==> src/design/wdr_pkg.sv <==
// Package for the watchdog reset timer: register map, field layout, reset values.
// Assumes a single 50 MHz bus clock domain and an AXI4-Lite register port.
//
// Function
// - Four registers decoded at 0x10002000 through 0x1000200C.
// - Control register 16 bits, reset zero, bits 15:6 read zero, ignore writes.
// - Divider codes 000..101 divide by 1,4,16,64,256,1024; 110,111 reserved.
// - Control bit 2 crystal, bit 1 real-time, bit 0 bus clock select.
// - Count-enable register 8 bits, reset zero, bits 7:1 read zero.
// - Count-enable bit 0 stops or runs the counter.
// - 16-bit read/write match value, reset value undefined.
// - 16-bit up-counter advancing once per divided tick while enabled.
// - Counter readable and writable at any time; a write sets the count.
// - Counter equal to match value while count-enable bit 0 is set raises the watchdog reset request.
// - Timer-unit stop request gates the count clock and halts counting.
`default_nettype none
package wdr_pkg;
  localparam logic [31:0] WDR_BASE_ADDR     = 32'h1000_2000;
  localparam logic [31:0] WDR_MATCH_ADDR    = 32'h1000_2000;
  localparam logic [31:0] WDR_ENABLE_ADDR   = 32'h1000_2004;
  localparam logic [31:0] WDR_COUNTER_ADDR  = 32'h1000_2008;
  localparam logic [31:0] WDR_CONTROL_ADDR  = 32'h1000_200C;
  localparam int          WDR_DIV_LSB       = 3;
  localparam int          WDR_DIV_MSB       = 5;
  localparam int          WDR_SEL_XTAL_BIT  = 2;
  localparam int          WDR_SEL_RTC_BIT   = 1;
  localparam int          WDR_SEL_BUS_BIT   = 0;
  localparam int          WDR_CTRL_BITS     = 6;
  localparam int          WDR_RUN_BIT       = 0;
  localparam logic [15:0] WDR_CONTROL_RESET = 16'h0000;
  localparam logic [7:0]  WDR_ENABLE_RESET  = 8'h00;
  localparam logic [15:0] WDR_MATCH_RESET   = 16'hFFFF;
  localparam logic [15:0] WDR_COUNTER_RESET = 16'h0000;
  localparam logic [2:0]  WDR_DIV_MAX_CODE  = 3'h5;
  localparam logic [1:0]  WDR_RESP_OKAY     = 2'h0;
  localparam logic [1:0]  WDR_RESP_SLVERR   = 2'h2;

  typedef struct packed {
    logic [2:0] divider_select;
    logic       crystal_source_sel;
    logic       realtime_source_sel;
    logic       busclock_source_sel;
  } wdr_ctrl_type;
endpackage
`default_nettype wire

==> src/design/wdr_top.sv <==
// Watchdog reset timer: AXI4-Lite register file, up-counter and match logic.
// Assumes one 50 MHz bus clock; stop request from the timer unit may be asynchronous and is synchronised onto it.
`default_nettype none
module wdr_top (
  input  wire logic        aclk,
  input  wire logic        aresetn,
  input  wire logic [31:0] s_axi_awaddr,
  input  wire logic        s_axi_awvalid,
  output logic             s_axi_awready,
  input  wire logic [31:0] s_axi_wdata,
  input  wire logic [3:0]  s_axi_wstrb,
  input  wire logic        s_axi_wvalid,
  output logic             s_axi_wready,
  output logic [1:0]       s_axi_bresp,
  output logic             s_axi_bvalid,
  input  wire logic        s_axi_bready,
  input  wire logic [31:0] s_axi_araddr,
  input  wire logic        s_axi_arvalid,
  output logic             s_axi_arready,
  output logic [31:0]      s_axi_rdata,
  output logic [1:0]       s_axi_rresp,
  output logic             s_axi_rvalid,
  input  wire logic        s_axi_rready,
  input  wire logic        crystal_clock,
  input  wire logic        realtime_clock,
  input  wire logic        timer_stop_req,
  output logic             watchdog_reset_req
);
  logic [15:0] match_value_r;
  logic [7:0]  count_enable_r;
  logic [15:0] up_counter_r;
  logic [15:0] up_counter_nxt;
  logic [15:0] clock_control_r;
  logic [15:0] clock_control_nxt;
  logic        reset_req_r;
  logic        aw_held_r;
  logic [31:0] aw_addr_r;
  logic        w_held_r;
  logic [31:0] w_data_r;
  logic [3:0]  w_strb_r;
  logic        bvalid_r;
  logic [1:0]  bresp_r;
  logic        rvalid_r;
  logic [31:0] rdata_r;
  logic [1:0]  rresp_r;
  logic [1:0]  stop_sync_r;

  logic        tick;
  logic        aw_take;
  logic        w_take;
  logic        wr_fire;
  logic        ar_take;
  logic [31:0] wr_addr;
  logic [31:0] wr_data;
  logic [3:0]  wr_strb;
  logic        wr_match;
  logic        wr_enable;
  logic        wr_counter;
  logic        wr_control;
  logic        wr_hit;
  logic        rd_hit;
  logic [31:0] rd_word;
  logic [15:0] lo_mask;
  logic        counting_on;
  wdr_pkg::wdr_ctrl_type ctrl;

  // Write channel: address and data may arrive in either order
  assign aw_take = s_axi_awvalid && s_axi_awready;
  assign w_take  = s_axi_wvalid && s_axi_wready;
  assign s_axi_awready = !aw_held_r && !bvalid_r;
  assign s_axi_wready  = !w_held_r && !bvalid_r;
  assign wr_addr = aw_held_r ? aw_addr_r : s_axi_awaddr;
  assign wr_data = w_held_r ? w_data_r : s_axi_wdata;
  assign wr_strb = w_held_r ? w_strb_r : s_axi_wstrb;
  assign wr_fire = (aw_held_r || aw_take) && (w_held_r || w_take) && !bvalid_r;

  // Decode on the aligned word
  assign wr_match   = wr_fire && ({wr_addr[31:2], 2'h0} == wdr_pkg::WDR_MATCH_ADDR);
  assign wr_enable  = wr_fire && ({wr_addr[31:2], 2'h0} == wdr_pkg::WDR_ENABLE_ADDR);
  assign wr_counter = wr_fire && ({wr_addr[31:2], 2'h0} == wdr_pkg::WDR_COUNTER_ADDR);
  assign wr_control = wr_fire && ({wr_addr[31:2], 2'h0} == wdr_pkg::WDR_CONTROL_ADDR);
  assign wr_hit     = wr_match || wr_enable || wr_counter || wr_control;
  assign lo_mask    = {{8{wr_strb[1]}}, {8{wr_strb[0]}}};

  // Reserved control bits stay zero
  assign clock_control_nxt = wr_control
    ? {10'h000, (wr_data[5:0] & lo_mask[5:0]) | (clock_control_r[5:0] & ~lo_mask[5:0])}
    : clock_control_r;
  assign ctrl = wdr_pkg::wdr_ctrl_type'(clock_control_r[wdr_pkg::WDR_CTRL_BITS-1:0]);

  // Bit 0 runs the counter
  assign counting_on = count_enable_r[wdr_pkg::WDR_RUN_BIT];

  // A software write wins over a tick in the same cycle
  assign up_counter_nxt = wr_counter
    ? ((wr_data[15:0] & lo_mask) | (up_counter_r & ~lo_mask))
    : ((counting_on && tick) ? 16'(up_counter_r + 16'h0001) : up_counter_r);

  wdr_tick_gen u_tick (
    .aclk           (aclk),
    .aresetn        (aresetn),
    .ctrl           (ctrl),
    .crystal_clock  (crystal_clock),
    .realtime_clock (realtime_clock),
    .stop_req       (stop_sync_r[1]),
    .tick           (tick)
  );

  always_ff @(posedge aclk) begin
    if (!aresetn) begin
      aw_held_r <= 1'b0;
      aw_addr_r <= 32'h0000_0000;
      w_held_r  <= 1'b0;
      w_data_r  <= 32'h0000_0000;
      w_strb_r  <= 4'h0;
    end else begin
      if (aw_take && !wr_fire) begin
        aw_held_r <= 1'b1;
        aw_addr_r <= s_axi_awaddr;
      end else if (wr_fire) begin
        aw_held_r <= 1'b0;
      end
      if (w_take && !wr_fire) begin
        w_held_r <= 1'b1;
        w_data_r <= s_axi_wdata;
        w_strb_r <= s_axi_wstrb;
      end else if (wr_fire) begin
        w_held_r <= 1'b0;
      end
    end
  end

  always_ff @(posedge aclk) begin
    if (!aresetn) begin
      bvalid_r <= 1'b0;
      bresp_r  <= wdr_pkg::WDR_RESP_OKAY;
    end else if (wr_fire) begin
      bvalid_r <= 1'b1;
      bresp_r  <= wr_hit ? wdr_pkg::WDR_RESP_OKAY : wdr_pkg::WDR_RESP_SLVERR;
    end else if (bvalid_r && s_axi_bready) begin
      bvalid_r <= 1'b0;
    end
  end

  // Registers; match value and count reset to fixed values though software must not rely on it
  always_ff @(posedge aclk) begin
    if (!aresetn) begin
      match_value_r   <= wdr_pkg::WDR_MATCH_RESET;
      count_enable_r  <= wdr_pkg::WDR_ENABLE_RESET;
      up_counter_r    <= wdr_pkg::WDR_COUNTER_RESET;
      clock_control_r <= wdr_pkg::WDR_CONTROL_RESET;
    end else begin
      if (wr_match) begin
        match_value_r <= (wr_data[15:0] & lo_mask) | (match_value_r & ~lo_mask);
      end
      if (wr_enable && wr_strb[0]) begin
        count_enable_r <= {7'h00, wr_data[0]};
      end
      up_counter_r    <= up_counter_nxt;
      clock_control_r <= clock_control_nxt;
    end
  end

  // Timer-unit stop request is synchronised before use
  always_ff @(posedge aclk) begin
    if (!aresetn) begin
      stop_sync_r <= 2'h0;
    end else begin
      stop_sync_r <= {stop_sync_r[0], timer_stop_req};
    end
  end

  // Match raised only while counting, so a stopped, unprogrammed timer stays quiet
  always_ff @(posedge aclk) begin
    if (!aresetn) begin
      reset_req_r <= 1'b0;
    end else begin
      reset_req_r <= counting_on && (up_counter_r == match_value_r);
    end
  end
  assign watchdog_reset_req = reset_req_r;

  // Read channel
  assign ar_take = s_axi_arvalid && s_axi_arready;
  assign s_axi_arready = !rvalid_r;
  assign rd_hit = ({s_axi_araddr[31:4], 4'h0} == wdr_pkg::WDR_BASE_ADDR);
  always_comb begin
    rd_word = 32'h0000_0000;
    unique case (s_axi_araddr[3:2])
      2'h0: rd_word = {16'h0000, match_value_r};
      2'h1: rd_word = {24'h00_0000, count_enable_r};
      2'h2: rd_word = {16'h0000, up_counter_r};
      2'h3: rd_word = {16'h0000, clock_control_r};
    endcase
  end

  always_ff @(posedge aclk) begin
    if (!aresetn) begin
      rvalid_r <= 1'b0;
      rdata_r  <= 32'h0000_0000;
      rresp_r  <= wdr_pkg::WDR_RESP_OKAY;
    end else if (ar_take) begin
      rvalid_r <= 1'b1;
      rdata_r  <= rd_hit ? rd_word : 32'h0000_0000;
      rresp_r  <= rd_hit ? wdr_pkg::WDR_RESP_OKAY : wdr_pkg::WDR_RESP_SLVERR;
    end else if (rvalid_r && s_axi_rready) begin
      rvalid_r <= 1'b0;
    end
  end

  assign s_axi_bvalid = bvalid_r;
  assign s_axi_bresp  = bresp_r;
  assign s_axi_rvalid = rvalid_r;
  assign s_axi_rdata  = rdata_r;
  assign s_axi_rresp  = rresp_r;
endmodule
`default_nettype wire

==> src/design/wdr_tick_gen.sv <==
// Count-tick generator: picks a source, prescales it, yields a one-cycle pulse.
// Assumes crystal and real-time clocks arrive as plain asynchronous levels.
`default_nettype none
module wdr_tick_gen (
  input  wire logic                  aclk,
  input  wire logic                  aresetn,
  input  wire wdr_pkg::wdr_ctrl_type ctrl,
  input  wire logic                  crystal_clock,
  input  wire logic                  realtime_clock,
  input  wire logic                  stop_req,
  output logic                       tick
);
  logic [1:0] xtal_sync_r;
  logic [1:0] rtc_sync_r;
  logic       xtal_prev_r;
  logic       rtc_prev_r;
  logic [9:0] presc_r;
  logic [9:0] presc_nxt;
  logic       tick_r;
  logic       src_edge;
  logic       src_ok;
  logic       div_ok;
  logic       div_hit;
  logic [9:0] div_mask;

  // Two-stage synchronisers; only the second stage feeds logic
  always_ff @(posedge aclk) begin
    if (!aresetn) begin
      xtal_sync_r <= 2'h0;
      rtc_sync_r  <= 2'h0;
      xtal_prev_r <= 1'b0;
      rtc_prev_r  <= 1'b0;
    end else begin
      xtal_sync_r <= {xtal_sync_r[0], crystal_clock};
      rtc_sync_r  <= {rtc_sync_r[0], realtime_clock};
      xtal_prev_r <= xtal_sync_r[1];
      rtc_prev_r  <= rtc_sync_r[1];
    end
  end

  // Slow sources become rising-edge pulses on the bus clock
  assign src_edge = ctrl.busclock_source_sel
                  | (ctrl.crystal_source_sel & xtal_sync_r[1] & ~xtal_prev_r)
                  | (ctrl.realtime_source_sel & rtc_sync_r[1] & ~rtc_prev_r);
  // With the bus-clock bit set every cycle counts; crystal and real-time bits together count edges of both
  assign src_ok   = ctrl.busclock_source_sel | ctrl.crystal_source_sel
                  | ctrl.realtime_source_sel;
  assign div_ok   = ctrl.divider_select <= wdr_pkg::WDR_DIV_MAX_CODE;
  // Divide by 4^code: mask of the low 2*code prescaler bits
  assign div_mask = 10'(~(10'h3FF << {ctrl.divider_select[2:0], 1'b0}));
  assign div_hit  = (presc_r & div_mask) == div_mask;
  assign presc_nxt = (src_ok && div_ok && !stop_req && src_edge) ? 10'(presc_r + 10'h1)
                                                                  : presc_r;

  always_ff @(posedge aclk) begin
    if (!aresetn) begin
      presc_r <= 10'h000;
      tick_r  <= 1'b0;
    end else begin
      presc_r <= presc_nxt;
      // Stop request gates the tick
      tick_r  <= src_ok && div_ok && !stop_req && src_edge && div_hit;
    end
  end

  assign tick = tick_r;
endmodule
`default_nettype wire

==> config.mk <==
export PLATFORM = sky130hd
export DESIGN_NAME = wdr_top
export DESIGN_NICKNAME = d
export VERILOG_FILES = /design/src/design/wdr_pkg.sv /design/src/design/wdr_top.sv /design/src/design/wdr_tick_gen.sv
export SDC_FILE = /design/constraint.sdc
export NUM_CORES = 1
export LEC_CHECK = 0
export ABC_AREA = 1
export BUFFER_PORTS_ARGS = -buffer_cell sky130_fd_sc_hd__buf_2
export CORE_ASPECT_RATIO = 0.8
export CORE_MARGIN = 3
export CORE_UTILIZATION = 36
export DETAILED_ROUTE_END_ITERATION = 8
export PLACE_DENSITY = 0.68
export SLEW_MARGIN = 20
export SYNTH_ARGS = -nofsm -noshare
export SYNTH_HDL_FRONTEND = slang
export SYNTH_HIERARCHICAL = 1
export SYNTH_SLANG_ARGS = --single-unit
==> constraint.sdc <==
create_clock -name aclk -period 1.6 [get_ports aclk]
set_input_delay 0 -clock aclk [delete_from_list [all_inputs] [get_ports aclk]]
set_output_delay 0 -clock aclk [all_outputs]
set_load 0.03 [all_outputs]
# Word-level counts from Yosys, hierarchy flattened
# Cells that the tools add are included.
classes:
  addsub: 2
  order_cmp: 1
  eq_ne: 10
  shifts: 1
  n_mux: 16
  n_bitwise: 22
  n_reduce_logical: 39
ops:
  columns: ["cell", "count"]
  rows:
  - ["32-bit case mux with 4 select lines", 1]
  - ["30-bit by 27-bit == test with 1-bit output, second input constant", 4]
  - ["32-bit 2-to-1 mux", 2]
  - ["16-bit AND", 3]
  - ["16-bit 2-to-1 mux", 3]
  - ["16-bit bitwise OR", 2]
  - ["28-bit by 25-bit == test with 1-bit output, second input constant", 1]
  - ["1-bit logical AND", 22]
  - ["16-bit by 1-bit adder with 16-bit output, second input constant", 1]
  - ["16-bit == test", 1]
  - ["16-bit inverter", 1]
  - ["6-bit AND", 2]
  - ["10-bit by 1-bit adder with 10-bit output, second input constant", 1]
  - ["10-bit AND", 1]
  - ["10-bit == test", 1]
  - ["10-bit inverter", 1]
  - ["2-bit nonzero test", 5]
  - ["10-bit by 4-bit << shifter with 10-bit output, first input constant", 1]
  - ["1-bit 2-to-1 mux", 7]
  - ["1-bit logical NOT", 6]
  - ["2-bit 2-to-1 mux", 3]
  - ["6-bit inverter", 1]
  - ["6-bit bitwise OR", 1]
  - ["1-bit logical OR", 5]
  - ["other kinds (7)", 15]
totals:
  regBits: 149
  inputBits: 110
  output_inout_bits: 42
  elab_cells: 113

# Depth between registers and ports, before layout
logic_depth:
  ltp_word: 11
  mapped_depth: 15
  depth_no_buf: 13

# Hierarchy
# The synthesis kept the hierarchy.
by_module_without_submodules:
  columns: ["module", "n_inst", "cells_each", "area_per_inst_um2", "seq_area_each_um2"]
  rows:
  - ["wdr_top", 1, 902, 5974.5, 2242.2]
  - ["wdr_tick_gen", 1, 117, 817.0, 340.3]

# Worst setup path after synthesis
# Ideal clock, no wire load.
synth_path:
  path_kind: "reg2reg"
  from: "reg rvalid_r, in the netlist s_axi_rvalid"
  to: "reg rdata_r[10], in the netlist s_axi_rdata[10]"
  setup_time_ns: 0.070
  t_arrival_ns: 1.758
  required_ns: 1.530
  path_slack_ns: -0.228
  path_stages_with_launch: 11
  path_buffers: 2
  synth_period_minus_slack_ns: 1.828
  path_cell_list: "dfxtp_1 -> inv_1 -> nand2_1 -> inv_1 -> nand3_1 -> nor3_1 -> and2_1 -> buf_2 -> buf_2 -> nand2_1 -> a21oi_1"
synth_between:
  elab_chain_cells: 2
synth_rtl:
  columns: ["item", "line", "source"]
  rows:
  - ["from (decl)", "wdr_top.sv:43", "logic rvalid_r;"]
  - ["from (signal assigned)", "wdr_top.sv:199", "rvalid_r <= 1'b0;"]
  - ["from (signal assigned)", "wdr_top.sv:203", "rvalid_r <= 1'b1;"]
  - ["from (signal assigned)", "wdr_top.sv:207", "rvalid_r <= 1'b0;"]
  - ["1-bit logical NOT", "wdr_top.sv:185", "assign s_axi_arready = !rvalid_r;"]
  - ["via s_axi_arready", "wdr_top.sv:19", "output logic s_axi_arready,"]
  - ["1-bit logical AND", "wdr_top.sv:184", "assign ar_take = s_axi_arvalid && s_axi_arready;"]
  - ["to (signal assigned)", "wdr_top.sv:204", "rdata_r <= rd_hit ? rd_word : 32'h0000_0000;"]
  - ["to (decl)", "wdr_top.sv:44", "logic [31:0] rdata_r;"]
# The timed path passes the listed nets, and every way through them passes these cells.
# A chain may end at the register's enable or synchronous reset.

==> flow_summary.ini <==
[status]
status = finished with violations
violations = setup timing

[sta]
holdWs_ns = 0.00616
hold_viol_final = 0
fin_setup_tns_ns = -6.07
tightest_slew_ns = 0.667
fin_crit_sh = 1.17
drv_slew = 0
relSlewSlack = 0.555
max_freq_mhz = 536
period_minus_slack_ns = 1.87
setup_ws_ns = -0.266
rsz0062_at_grt = true
setup_violations = 40
skew_ns = 0.00966

[clocking]
cts_tree = yes
clkTransAtPathRegs_ns = 0.06
clock_latency_ns = 0.42
ctsHtreeMaxLevel = 4
cts_sinks = 129
cts.path.max_buffers = 2
cts_buffers = 17
cts_root_buf = clkbuf_16

[setup_path]
cp_slowest_cell = dfxtp_4
rr_startpoint = aw_held_r$_SDFFE_PN0P_
ff2ff_path_depth = 14
max_stage_delay_ns = 0.38
cp-end-kind = flip-flop
crit_chain = buf_4 > nand2_1 > nand2_1 > inv_2 > nand3_4 > nor2_4 > buf_6 > nand4_4 > nand2_4 > buf_12 > nand2_8 > nand2_1 > nand2_1 > nor2_1
reg2reg_slack_ns = -0.27
cp_data_arrival_time_ns = 2.23
worstPathRequired_ns = 1.96
cpMostUsedCell = nand2_1
worst-setup-path-type = reg2reg
worstPathMaxFanout = 6
worstSetupStartpointType = flip-flop

[pwr]
p_int_mw = 6.66
power_frac_comb = 0.150
p_switching_mw = 2.25
peakVddDrop_mv = 0.684
p_leak_nw = 4.42
seqPwrFrac = 0.383
p_clk_frac = 0.467
power_density_nw_per_um2 = 916
swShare = 0.253
power_mw = 8.92

[finish]
antenna_cells = 0
layout.nets = 1374
fill_cells = 1725
drive_gt1_frac = 0.254
final_common_cell = nand2_1
seq_area_um2 = 2590
multi_input_area_um2 = 3800
syn2layout_area_growth_pct = 43.3
layout_common_cells = nand2_1 (262), dfxtp_1 (125), nor2_1 (115)

[worst_hold_path]
hold_start = s_axi_araddr[2]
hold_class = in2reg
min_to = s_axi_rdata[10]$_SDFFE_PN0P_
whs_path_depth = 6

[drt]
drc = 0
ant_nets = 0
vias_per_cell = 4.82
wl_per_cell_um = 13.6
drtIter0Drc = 539
num_vias = 7355
dr.pass1.iters = 5
wirelength_um = 20800

[synth]
ys_ff_latch = 129
yosysUniqueCellTypes = 45
postSynthCellCount = 1019
netlist_area_um2 = 6790
yosysTopAreaCellShare = 0.380
yosys-top-cells-area = dfxtp_1 (38%), nand2_1 (15%), nor2_1 (6.9%)
syn_avg_cell_area_um2 = 6.66
synth_largest_area_cell = dfxtp_1
ys_seq_area_frac = 0.380
yosys_warnings = 6

[placed_design]
place.gp.congestion = 0.930
port-buffer-count = 111
dp.final_hpwl_um = 14400
pre_cts_ws_ns = -0.351

[floorplan]
rows = 44
die_h_um = 129
die_width_um = 160
start_util = 0.370
design.core.area_um2 = 18300
die_area_um2 = 20600
pin_count = 152

[global_routing]
grt_pass1_vias = 6810
antenna_found_initial = 0
gr-total-overflow = 0
grtUsageTotal = 0.201
grt_first_pass_wirelength_um = 33900
grt_max_degree = 48

[job]
max_cap_viol_count = 0
cell usage after synthesis (all sizes together):
library cell	instances
a211oi	2
a21oi	81
a221oi	2
a31oi	1
and2	1
buf	31
clkbuf	24
clkinv	1
conb	1
dfxtp	129
ha	2
inv	113
nand2	292
nand3	33
nand3b	7
nand4	12
nor2	136
nor3	16
nor4	2
o2111ai	1
o211ai	17
o21a	1
o21ai	74
o221ai	5
o22ai	17
or2	1
xnor2	3
xor2	14
layer usage:
metal / part of all wire / GRT usage / vias up
li1: - / - / 3739
met5: 0 / 0 / -
met3: 0.088 / 0.0467 / 24
met2: 0.42 / 0.300 / 318
met1: 0.48 / 0.291 / 3274
met4: 0.012 / 0.0530 / 0
worst max-delay path: cells and delay by family (launching register included):
kind | cells | cell delay [ns]
and+or+nand+nor | 10 | 0.91
buffers and inverters | 4 | 0.48
DFF | 1 | 0.38
cell families after synthesis:
| family | Yosys count | share of synthesized area |
|---|---|---|
| buffers and inverters | 169 | 0.110 |
| DFF | 129 | 0.380 |
| AOI/OAI and AO/OA | 201 | 0.168 |
| adders and majority gates | 2 | 0.00368 |
| and+or+nand+nor | 500 | 0.316 |
| other | 1 | 0.000552 |
| xor gates and xnor gates | 17 | 0.0219 |
worst max-delay path by stage:
stage	cells past startpoint	from	end	slack, ns
floorplan	13	s_axi_bvalid$_SDFFE_PN0P_	flip-flop	-0.05
CTS	14	aw_held_r$_SDFFE_PN0P_	flip-flop	-0.19
finish	14	aw_held_r$_SDFFE_PN0P_	flip-flop	-0.27
detailed placement	13	aw_held_r$_SDFFE_PN0P_	flip-flop	-0.35
global route	15	aw_held_r$_SDFFE_PN0P_	flip-flop	-0.38
global placement	13	aw_held_r$_SDFFE_PN0P_	flip-flop	-0.31
final cells by class:
| cell class | instances | share of cell area |
|---|---|---|
| clock inverters | 12 | 0.0195 |
| well taps | 253 | 0.0325 |
| flip-flops and latches | 129 | 0.266 |
| multi-input cells | 740 | 0.390 |
| clock buffers | 19 | 0.0445 |
| inverters | 114 | 0.0454 |
| repair inverters | 1 | 0.000514 |
| repair buffers | 259 | 0.201 |
stage by stage:
step                cells  utilization  area (µm²)
floorplan            1036            -        6900
global placement     1420        0.442        8100
detailed placement   1420        0.442        8100
CTS                  1521        0.521        9560
global route         1527        0.531        9730
finish               1527        0.531        9730
power by group through the flow:
stage | logic [mW] | registers [mW] | clock network (mW)
detailed placement | 1.13 | 3.48 | 0
global placement | 1.13 | 3.48 | 0
floorplan | 0.672 | 3.48 | 0
global route | 1.48 | 3.43 | 4.37
finish | 1.34 | 3.41 | 4.17
CTS | 1.30 | 3.41 | 4.23
timing repair:
item | in CTS | in global routing
pin swaps | 19 | 27
gates resized for setup | 46 | 34
endpoints found under the hold margin | 54 | 0
cloned | 4 | 2
setup buffers | 11 | 4
setup endpoints to repair | 55 | 57
hold buffers | 55 | 0
Power figures use the tool's default switching activity.
